==> src/core/txs_map.vh <==
// constants for the transmit serializer slice
`ifndef TXS_MAP_VH
`define TXS_MAP_VH
`define TXS_WORD_W 8
`define TXS_HALF_W 4
`define TXS_TAP_W 9
`define TXS_TAP_MAX 9'h1ff
`define TXS_TAP_ZERO 9'h000
`define TXS_DELAY_INIT 9'h000
`define TXS_OUT_INIT 1'b0
`define TXS_TRI_INIT 1'b1
`define TXS_CNT_W 4
`define TXS_CNT_ONE 4'h1
`define TXS_CNT_ZERO 4'h0
`define TXS_CNT_FULL 4'h8
`define TXS_CNT_HALF 4'h4
`define TXS_MODE_W 2
`define TXS_MODE_FIXED 2'h0
`define TXS_MODE_A 2'h1
`define TXS_MODE_LOAD 2'h2
`endif

==> src/core/txs_slice.v <==
// transmit slice: serializer, tristate select and output delay line
`timescale 1ns/100ps
`include "txs_map.vh"
module txs_slice (
  input wire i_sys_clk,
  input wire i_rst,
  input wire [7:0] i_data,
  input wire i_data_valid,
  output wire o_data_ready,
  input wire i_width4,
  input wire i_tri,
  input wire i_per_bit_tristate_in,
  input wire i_tristate_source_select,
  output wire o_ser,
  output wire o_tri_out,
  input wire i_dly_clk_en,
  input wire i_delay_reset,
  input wire [1:0] i_dly_mode,
  input wire i_dly_step_en,
  input wire i_dly_step_up,
  input wire i_dly_load,
  input wire [8:0] i_delay_load_value,
  output wire [8:0] o_delay_tap
);
  reg [1:0] rst_sync_reg;
  reg [1:0] dly_rst_sync_reg;
  reg [7:0] shift_reg;
  reg [3:0] left_reg;
  reg ser_reg;
  reg tri_bit_reg;
  reg [8:0] tap_reg;
  reg [8:0] tap_next;
  reg [7:0] shift_next;
  reg [3:0] left_next;
  reg ser_next;
  reg [3:0] width;
  reg tri_mux;
  wire rst_tx;
  wire rst_dly;
  wire [7:0] buf_data;
  wire buf_valid;
  wire take;
  wire [7:0] load_shift;
  wire [7:0] run_shift;
  wire dly_load_now;
  wire dly_step_now;

  // bits above the word width are never shifted out
  function keep_bit;
    input integer idx;
    input narrow;
    begin
      keep_bit = !(narrow && (idx >= `TXS_HALF_W));
    end
  endfunction

  // tap counter wraps both ways, no saturation
  function [8:0] tap_step;
    input [8:0] tap;
    input up;
    begin
      if (up) begin
        tap_step = (tap == `TXS_TAP_MAX) ? `TXS_TAP_ZERO : tap + 9'h001;
      end else begin
        tap_step = (tap == `TXS_TAP_ZERO) ? `TXS_TAP_MAX : tap - 9'h001;
      end
    end
  endfunction

  function mode_is;
    input [1:0] mode;
    input [1:0] code;
    begin
      mode_is = (mode == code);
    end
  endfunction

  // release after two edges so the shifter never starts on a runt edge
  always @(posedge i_sys_clk or posedge i_rst) begin
    if (i_rst) begin
      rst_sync_reg <= 2'b11;
    end else begin
      rst_sync_reg <= {rst_sync_reg[0], 1'b0};
    end
  end
  assign rst_tx = rst_sync_reg[1];

  // delay reset releases only on delay clock enables
  always @(posedge i_sys_clk or posedge i_delay_reset) begin
    if (i_delay_reset) begin
      dly_rst_sync_reg <= 2'b11;
    end else if (i_dly_clk_en) begin
      dly_rst_sync_reg <= {dly_rst_sync_reg[0], 1'b0};
    end
  end
  assign rst_dly = dly_rst_sync_reg[1];

  // a stall of the shifter leaves words parked here, never dropped
  txs_buf2 u_buf (
    .i_sys_clk(i_sys_clk),
    .i_rst(rst_tx),
    .i_in_data(i_data),
    .i_in_valid(i_data_valid),
    .o_in_ready(o_data_ready),
    .o_out_data(buf_data),
    .o_out_valid(buf_valid),
    .i_out_ready(take)
  );

  always @* begin
    case (i_width4)
      1'b1: begin
        width = `TXS_CNT_HALF;
      end
      default: begin
        width = `TXS_CNT_FULL;
      end
    endcase
  end

  // next word is taken as the last bit of the running one goes out
  assign take = buf_valid && (left_reg <= `TXS_CNT_ONE);

  // upper nibble is masked at width four, whatever the fabric drives there
  genvar g;
  generate
    for (g = 0; g < 7; g = g + 1) begin : g_shift
      assign load_shift[g] = keep_bit(g + 1, i_width4) ? buf_data[g + 1] : 1'b0;
      assign run_shift[g] = shift_reg[g + 1];
    end
  endgenerate
  assign load_shift[7] = 1'b0;
  assign run_shift[7] = 1'b0;

  // bit clock is the system clock; lsb first, back to back words
  always @* begin
    ser_next = ser_reg;
    shift_next = shift_reg;
    left_next = left_reg;
    if (take) begin
      ser_next = buf_data[0];
      shift_next = load_shift;
      left_next = width;
    end else if (left_reg > `TXS_CNT_ONE) begin
      ser_next = shift_reg[0];
      shift_next = run_shift;
      left_next = left_reg - `TXS_CNT_ONE;
    end else if (left_reg == `TXS_CNT_ONE) begin
      left_next = `TXS_CNT_ZERO;
    end
  end

  always @(posedge i_sys_clk or posedge rst_tx) begin
    if (rst_tx) begin
      ser_reg <= `TXS_OUT_INIT;
      shift_reg <= 8'h00;
      left_reg <= `TXS_CNT_ZERO;
      tri_bit_reg <= `TXS_TRI_INIT;
    end else begin
      tri_bit_reg <= ~i_per_bit_tristate_in;
      ser_reg <= ser_next;
      shift_reg <= shift_next;
      left_reg <= left_next;
    end
  end
  assign o_ser = ser_reg;

  // direct input is combinational and gates the whole stream
  always @* begin
    case (i_tristate_source_select)
      1'b0: begin
        tri_mux = i_tri;
      end
      1'b1: begin
        tri_mux = tri_bit_reg;
      end
      default: begin
        tri_mux = `TXS_TRI_INIT;
      end
    endcase
  end
  assign o_tri_out = tri_mux;

  // in load mode, load wins over a step if both are raised
  assign dly_load_now = mode_is(i_dly_mode, `TXS_MODE_LOAD) && i_dly_load;
  assign dly_step_now = !mode_is(i_dly_mode, `TXS_MODE_FIXED) && i_dly_step_en;

  always @* begin
    tap_next = tap_reg;
    if (dly_load_now) begin
      tap_next = i_delay_load_value;
    end else if (dly_step_now) begin
      tap_next = tap_step(tap_reg, i_dly_step_up);
    end
  end

  // inversion of the delay clock is the enable source's business
  always @(posedge i_sys_clk or posedge rst_dly) begin
    if (rst_dly) begin
      tap_reg <= `TXS_DELAY_INIT;
    end else if (i_dly_clk_en) begin
      tap_reg <= tap_next;
    end
  end
  assign o_delay_tap = tap_reg;
endmodule

==> src/core/txs_buf2.v <==
// two-entry word buffer with valid and ready on both sides
`timescale 1ns/100ps
module txs_buf2 (
  input wire i_sys_clk,
  input wire i_rst,
  input wire [7:0] i_in_data,
  input wire i_in_valid,
  output wire o_in_ready,
  output wire [7:0] o_out_data,
  output wire o_out_valid,
  input wire i_out_ready
);
  reg [7:0] mem_reg [0:1];
  reg wr_ptr_reg;
  reg rd_ptr_reg;
  reg [1:0] count_reg;
  wire push;
  wire pop;

  assign o_in_ready = (count_reg != 2'h2);
  assign o_out_valid = (count_reg != 2'h0);
  assign o_out_data = mem_reg[rd_ptr_reg];
  assign push = i_in_valid && o_in_ready;
  assign pop = o_out_valid && i_out_ready;

  always @(posedge i_sys_clk or posedge i_rst) begin
    if (i_rst) begin
      mem_reg[0] <= 8'h00;
      mem_reg[1] <= 8'h00;
      wr_ptr_reg <= 1'b0;
      rd_ptr_reg <= 1'b0;
      count_reg <= 2'h0;
    end else begin
      if (push) begin
        mem_reg[wr_ptr_reg] <= i_in_data;
        wr_ptr_reg <= ~wr_ptr_reg;
      end
      if (pop) begin
        rd_ptr_reg <= ~rd_ptr_reg;
      end
      if (push && !pop) begin
        count_reg <= count_reg + 2'h1;
      end else if (pop && !push) begin
        count_reg <= count_reg - 2'h1;
      end
    end
  end
endmodule

==> config.mk <==
export PLATFORM = sky130hd
export DESIGN_NAME = txs_slice
export DESIGN_NICKNAME = d
export VERILOG_FILES = /design/src/core/txs_slice.v /design/src/core/txs_buf2.v
export VERILOG_INCLUDE_DIRS = /design/src /design/src/core
export SDC_FILE = /design/constraint.sdc
export NUM_CORES = 1
export LEC_CHECK = 0
export BUFFER_PORTS_ARGS = -buffer_cell sky130_fd_sc_hd__buf_2
export CORE_MARGIN = 1.5
export CORE_UTILIZATION = 32
export CTS_CLUSTER_DIAMETER = 200
export CTS_CLUSTER_SIZE = 12
export DETAILED_ROUTE_END_ITERATION = 16
export PLACE_DENSITY = 0.58
export SYNTH_ARGS = -nofsm -noshare
export SYNTH_HDL_FRONTEND = slang
export SYNTH_SLANG_ARGS = --single-unit
==> constraint.sdc <==
create_clock -name i_sys_clk -period 1 [get_ports i_sys_clk]
set_input_delay 0.15 -clock i_sys_clk [delete_from_list [all_inputs] [get_ports i_sys_clk]]
set_output_delay 0.15 -clock i_sys_clk [all_outputs]
set_load 0.02 [all_outputs]
# Word level (Yosys, flattened, before mapping)
# Cells that the tools add are included.
# classes
add_sub_neg	5
magnitude_cmp	5
n_eq_ne	4
muxes	26
bitwise	6
n_reduce_logical	19
# op_table
op	count
$mux W8	6
$mux W9	5
$bwmux W16	1
$mux W4	4
$add A9 B1 Y9 const B	1
$eq A9 B9 Y1 const B	1
$logic_not A9 Y1	1
$sub A9 B1 Y9 const B	1
$demux W8 S1	1
$logic_and A1 B1 Y1	8
$reduce_bool A2 Y1	4
$mux W1	6
$eq A4 B1 Y1 const B	1
$ge A2 B2 Y1 const B	2
$gt A4 B1 Y1 const B	1
$le A4 B1 Y1 const B	1
$mux W2	2
$not A1 Y1	4
$not A1 Y2	2
$sub A4 B1 Y4 const B	1
$logic_not A1 Y1	3
$reduce_bool A3 Y1	1
$add A2 B1 Y2 const B	1
$eq A2 B2 Y1 const B	1
other kinds (6)	6
# totals
register_bits	47
in_bits	31
output_inout_bits	12
wordCells	77

# Depth between registers and ports, before layout
# Gate-level depths: netlist of the first run.
# logic_depth
word_depth	6
ltp_mapped	9
depth_no_buf	8

# Hierarchy
# Synthesis of the first run repeated with hierarchy kept, for this count alone.
# unflattened
hier_cells	248
hier_area_um2	2567.5
# modules_own_cells
module	n_inst	cells_per_inst	area_each_um2
txs_slice	1	188	1632.8
txs_buf2	1	60	934.6

# Least setup slack after synthesis of the first run
# Ideal clock, no wire load.
# synth_timing
path_kind	register -> register
start	reg left_reg[0]
end	reg u_buf.count_reg[1]
setup_ps	125
t_arrival_ps	1880
required_time_ps	875
setup_slack_ps	-1005
stages_incl_launch_ff	10
period_less_slack_ps	2005
path_cell_list	dfrtp_1 > inv_1 > ha_1 > o21ai_1 > or2_1 > clkbuf_1 > ha_1 > xor2_1 > nor2_1 > xor2_1
# synth_between
elab_chain_len	6
elab_cells_between_ends	8
# synth_lines
element	line_no	source
start: declaration	txs_slice.v:28	reg [3:0] left_reg;
start signal: assignment	txs_slice.v:157	left_reg <= `TXS_CNT_ZERO;
start signal: assignment	txs_slice.v:163	left_reg <= left_next;
$le A4 B1 Y1 (no line) *	n/a	
$logic_and A1 B1 Y1 *	txs_slice.v:122	assign take = buf_valid && (left_reg <= `TXS_CNT_ONE);
$logic_and A1 B1 Y1 *	txs_buf2.v:24	assign pop = o_out_valid && i_out_ready;
$logic_not A1 Y1	txs_buf2.v:41	if (push && !pop) begin
$logic_and A1 B1 Y1	txs_buf2.v:41	
$mux W2 / $reduce_bool A2 Y1 (equally long branches)	n/a	
end signal: assignment	txs_buf2.v:42	count_reg <= count_reg + 2'h1;
end signal: assignment	txs_buf2.v:44	count_reg <= count_reg - 2'h1;
end: declaration	txs_buf2.v:16	reg [1:0] count_reg;
# Every way passes the cells marked *; elsewhere a longest branch is shown, timed or not.
# A chain may end at the register's enable or synchronous reset.

# Worst setup path after layout of the first run
# layout_timing
start	reg tap_reg[0], in the netlist o_delay_tap[0]
end	reg tap_reg[0], in the netlist o_delay_tap[0]
# layout_between
elab_chain_len	5
elab_cells_between_ends	9
# layout_lines
element	line_no	source
start: declaration	txs_slice.v:31	reg [8:0] tap_reg;
start signal: assignment	txs_slice.v:200	tap_reg <= `TXS_DELAY_INIT;
start signal: assignment	txs_slice.v:202	tap_reg <= tap_next;
$sub A9 B1 Y9 (tied with other cells)	txs_slice.v:65	tap_step = (tap == `TXS_TAP_ZERO) ? `TXS_TAP_MAX : tap - 9'h001;
$mux W9, on equally long branches	txs_slice.v:65, txs_slice.v:63	
$mux W9 *	txs_slice.v:62	if (up) begin
$mux W9 *	txs_slice.v:192	end else if (dly_step_now) begin
$mux W9 *	txs_slice.v:190	if (dly_load_now) begin
# Every way passes the cells marked *; elsewhere a longest branch is shown, timed or not. The select of a mux whose other input is x is not followed.

==> metrics, run 1 <==
Fmax=557.6 MHz; starting density of the core=32.81%; total wire length=6867 µm; Register Area=1167 µm²; Peak VDD IR=1012 µV; Cell Rows=32; synthesized area=2522 µm²; area occupied by multi-input gates=1649 µm²; Clock Sinks=46; I/O Buffers=42; wire per inst=14.70 µm; main flop type after synthesis=dfrtp_1; critical setup path kind=flop to flop; CTS tree=done; ant diodes=0; Ports=43; leak pwr=1.860 nW; largest net degree at the start of global routing=19; CP startpoint kind=flop; synth top area cells=dfrtp_1, mux2_1, dfstp_2, ha_1, mux2i_1; Fill cells=665; Vias/cell=4.955; nets=401; Post-Syn Nets=289; Final WS setup=-0.7934 ns; violations in the final reports=setup timing; Post-DP Area=3407 µm²; CTS max path bufs=2; register area share after synthesis=45.88%; Total Power=11.46 mW; Residual DRC=0; DR pass1 iterations=4; final slew viol count=0; RSZ-0062 raised after global routing=true; CP max FO=5; max-cap check violation count=0; count leader, synth=dfrtp_1; Power Dens Cells=2776 nW/µm²; synthesized instance count=252; min-delay worst type=input port to flop; period utilization=179.3%; final setup violation count=52; number of global-route vias before repair=2494; GRT Util Overall=17.26%; first-pass GRT wire length=11500 µm; pre-CTS WS=-0.7818 ns; number of routed nets with antenna violations=0; gpl congestion=0.8196; asr flop ratio synth=100.0%; most frequent cells after synthesis=dfrtp_1, nand2_1, nor2_1; vias=2314; post-synth top area cell=dfrtp_1; Clk Latency, worst-skew pair=0.31 ns; status=finished with violations; Critical Path RT=1.21 ns; antenna violations before repair=0; FF+latch count, synth=46; max reg flops=16; Worst setup EP type=flop; GRT overflow=0; DP HPWL=4686 µm; H-tree depth=2; Final Hold Fails=0; DRT iter0 DRCs=81; fin crit period=1.793 ns; total CTS buffers=5; setup TNS=-20.34 ns; cell area after layout=4126 µm²; Root Buffer=clkbuf_8; core area=7687 µm²; P&R area growth vs syn=63.59%; number of synthesized flops with an enable pin=0; Die ar.=8424 µm²; Die Ht=91.79 µm; average size of a mapped cell=10.01 µm²; Synth top area share=40.67%; Setup Skew=0.01176 ns; chip width=91.79 µm; Worst Path Arrival=2.01 ns; CTS clk-pin slew, worst paths=0.10 ns; share of cells above drive strength 1=58.63%; YS warnings=0; Yosys cell types=52
-- kinds of logic after synthesis --
kind of cell             after synthesis  synth area share (%)
AO/OA/AOI/OAI                         68                 17.81
XOR/XNOR                               6                 2.084
adder cells (fa/ha/maj)                6                 2.976
buffers and inverters                 25                 4.216
flip-flops                            46                 45.88
multiplexers                          28                 12.15
other                                  1                0.1487
AND/OR/NAND/NOR                       72                 14.73
-- worst paths after layout --
check | start | to | slack [ns] | cells after the start
max | o_delay_tap[0] | o_delay_tap[0] | -0.79 | 6
min | i_width4 | left_reg[3] | 0.03 | 2
max reg2reg | o_delay_tap[0] | o_delay_tap[0] | -0.79 | 6
min reg2reg | rst_sync_reg[1] | u_buf.count_reg[1] | 0.20 | 1
max in group asynchronous | rst_sync_reg[1] | left_reg[0] | 0.42 | 2
min in group asynchronous | rst_sync_reg[1] | u_buf.count_reg[1] | 0.20 | 1
-- placed cells by master, fill, tap and decap left out, drive strengths merged, types with 7 or more instances in the layout --
| cell type | count |
|---|---|
| buf | 114 |
| dfrtp | 41 |
| mux2 | 21 |
| nor2 | 18 |
| o21ai | 18 |
| nand2 | 17 |
| inv | 13 |
| a21oi | 12 |
| mux2i | 7 |
-- critical path, cell delays in order (launching register included) --
cell and delay, ns:
dfrtp_2 0.46, inv_2 0.09, ha_4 0.15, or4b_4 0.51
o31ai_2 0.25, a221oi_1 0.11, a21oi_1 0.15
-- what timing repair did --
action                                 CTS  global route
resized for setup                       63            35
endpoints found under the hold margin    5             0
hold buffers                             3             0
setup buffers                           13            13
gates cloned                             3             0
pin swaps                               10            19
setup endpoints to repair               53            53
-- stage by stage --
step,util (%),hold WS [ns],instances
2_1_floorplan,-,0.06150,252
3_3_place_gp,44.32,0.1742,434
3_5_place_dp,44.32,0.1747,434
4_1_cts,51.43,0.02649,460
5_1_grt,53.68,0.02465,467
6_report,53.68,0.03478,467
-- per-layer routing --
layer | up-vias | wire [µm] | global-route usage, %
met2 | 39 | 3428 | 30.04
li1 | 1136 | - | -
met5 | - | 0 | 0
met3 | 9 | 251 | 3.068
met1 | 1130 | 3064 | 21.45
met4 | 0 | 123 | 6.026
-- power by group --
part	switching [mW]	internal (mW)
clock	0.696	0.751
combinational	2.76	3.95
sequential	0.672	2.63
-- final cells by class --
cell class | count | share of cell area (%)
multi-input cells | 181 | 39.96
well taps | 102 | 3.093
clock buffers | 5 | 1.668
clock inverters | 3 | 1.061
flip-flops and latches | 46 | 28.29
inverters | 13 | 1.273
repair buffers | 117 | 24.65
(Power assumes the default switching activity.)
==> run 2: changes to the inputs <==
--- a/config.mk
+++ b/config.mk
@@ -7,12 +7,15 @@
 export NUM_CORES = 1
 export LEC_CHECK = 0
 export BUFFER_PORTS_ARGS = -buffer_cell sky130_fd_sc_hd__buf_2
+export CELL_PAD_IN_SITES_DETAIL_PLACEMENT = 2
+export CELL_PAD_IN_SITES_GLOBAL_PLACEMENT = 2
 export CORE_MARGIN = 1.5
 export CORE_UTILIZATION = 32
 export CTS_CLUSTER_DIAMETER = 200
 export CTS_CLUSTER_SIZE = 12
 export DETAILED_ROUTE_END_ITERATION = 16
-export PLACE_DENSITY = 0.58
+export PLACE_DENSITY = 0.82
+export SKIP_CTS_REPAIR_TIMING = 1
 export SYNTH_ARGS = -nofsm -noshare
 export SYNTH_HDL_FRONTEND = slang
 export SYNTH_SLANG_ARGS = --single-unit
==> metrics, run 2 (synthesis results as in run 1) <==
Placed Cells=438 (+0.92%); core area=7687 µm² (unchanged); wire per inst=25.04 µm (+70%); Register Area=1169 µm² (+0.11%); final slew viol count=0 (unchanged); Crit-path slowest cell=dfrtp_2; Critical Path RT=1.21 ns (about the same); CTS clk-pin slew, worst paths=0.11 ns (about the same); most frequent cells in the layout=buf_4, dfrtp_1, buf_2, buf_6, mux2_4; total wire length=11500 µm (+67%); DRT iter0 DRCs=103 (+27%); Die Ht=91.79 µm (unchanged); Power Dens Cells=2927 nW/µm² (+5.4%); number of routed nets with antenna violations=0 (unchanged); DP HPWL=6668 µm (+42%); Cell Rows=32 (unchanged); first-pass GRT wire length=14630 µm (+27%); Fill cells=807 (+21%); P&R area growth vs syn=58.09%; antenna violations before repair=0 (unchanged); Total Power=11.67 mW (+1.9%); largest net degree at the start of global routing=34 (+15); DR pass1 iterations=4 (unchanged); Peak VDD IR=1147 µV (+13%); chip width=91.79 µm (unchanged); Root Buffer=clkbuf_8; critical setup path kind=flop to flop; final setup violation count=53 (+1.9%); max-cap check violation count=0 (unchanged); H-tree depth=2 (unchanged); period utilization=202.2% (+23 points); min-delay worst type=input port to flop; CTS tree=done; leak pwr=1.762 nW (-5.3%); Residual DRC=0 (unchanged); CP Cell Sequence=ha_4, nand3_4, nor3_2, ha_2, o21ai_0, a31oi_1, o22ai_1; Die ar.=8424 µm² (unchanged); vias=2551 (+10%); fin cells=459 (-1.7%); CTS max path bufs=2 (unchanged); RSZ-0062 raised after global routing=true; CP startpoint kind=flop; Clock Sinks=46 (unchanged); max incr delay on CP=0.44 ns (-0.07 ns); Final Hold Fails=0 (unchanged); GRT overflow=0 (unchanged); total CTS buffers=5 (unchanged); area occupied by multi-input gates=1642 µm² (-0.46%); gpl congestion=0.8391 (+2.4%); violations in the final reports=setup timing; fin crit period=2.022 ns (+0.2287 ns); GRT Util Overall=22.63% (+5.4 points); Final WS setup=-1.022 ns (-0.2287 ns); I/O Buffers=42 (unchanged); commonest non-fill, non-tap cell in the layout=buf_4; ant diodes=0 (unchanged); setup TNS=-24.57 ns (-4.230 ns); Vias/cell=5.558 (+12%); share of cells above drive strength 1=56.86% (-1.8 points); Worst Path Arrival=2.23 ns (+0.22 ns); CP Buf/Inv Count=0 (-1); max reg flops=16 (unchanged); Clk Latency, worst-skew pair=0.33 ns (+0.02 ns); CP max FO=4 (-1); starting density of the core=32.81% (unchanged); status=finished with violations; Fmax=494.5 MHz (-11%); Ports=43 (unchanged); Crit path max-delay family=compound AO/OA/AOI/OAI gates; Worst setup EP type=flop; Setup Skew=0.01115 ns (-0.0006085 ns); nets=393 (-2.0%); number of global-route vias before repair=2775 (+11%)
==> run 2: per-layer routing <==
| layer | vias to the layer above | GRT usage (%) | share of wire, % |
|---|---|---|---|
| li1 | 1120 | - | - |
| met1 | 1334 | 25.74 | 41 |
| met2 | 74 | 42.79 | 54 |
| met3 | 23 | 3.566 | 3.0 |
| met4 | 0 | 7.436 | 2.0 |
| met5 | - | 0 | 0 |
==> run 2: worst paths after layout <==
kind | end | from | slack, ns | cells after the start
max in group asynchronous | tri_bit_reg | rst_sync_reg[1] | 0.44 | 2
setup / recovery | o_delay_tap[4] | o_delay_tap[1] | -1.02 | 7
setup reg to reg | o_delay_tap[4] | o_delay_tap[1] | -1.02 | 7
min in group asynchronous | o_delay_tap[7] | dly_rst_sync_reg[1] | 0.28 | 2
hold reg to reg | o_delay_tap[7] | dly_rst_sync_reg[1] | 0.28 | 2
hold / removal | left_reg[3] | i_width4 | 0.07 | 2
==> run 2: final cells by class <==
cell class | instances | area share, %
Clock buffer | 5 | 1.726
Tap cell | 102 | 3.200
Timing Repair Buffer | 109 | 22.69
Multi-Input combinational cell | 181 | 41.17
Sequential cell | 46 | 29.31
Clock inverter | 3 | 0.5962
Inverter | 13 | 1.318
==> run 2: stage by stage <==
| stage | hold slack (ns) | setup slack, ns | utilization, % | cell area [µm²] |
|---|---|---|---|---|
| floorplan | 0.06150 | -0.7750 | - | 2759 |
| global placement | 0.1716 | -0.7305 | 44.71 | 3437 |
| detailed placement | 0.1771 | -0.7767 | 44.71 | 3437 |
| CTS | -0.1697 | -0.8677 | 45.91 | 3530 |
| global route | 0.06436 | -1.063 | 51.87 | 3988 |
| finish | 0.06717 | -1.022 | 51.87 | 3988 |
==> run 2: where the power goes <==
part	total, mW	internal, mW	switching, mW
Sequential	3.46	2.63	0.824
Clock	1.31	0.503	0.808
Combinational	6.91	3.65	3.25
Total	11.7	6.79	4.89
==> run 2: worst reg2reg max path, stage by stage, from the launching register on <==
cell and delay [ns]:
dfrtp_2 0.44, ha_4 0.17, nand3_4 0.09, nor3_2 0.23, ha_2 0.32, o21ai_0 0.16
a31oi_1 0.35, o22ai_1 0.15
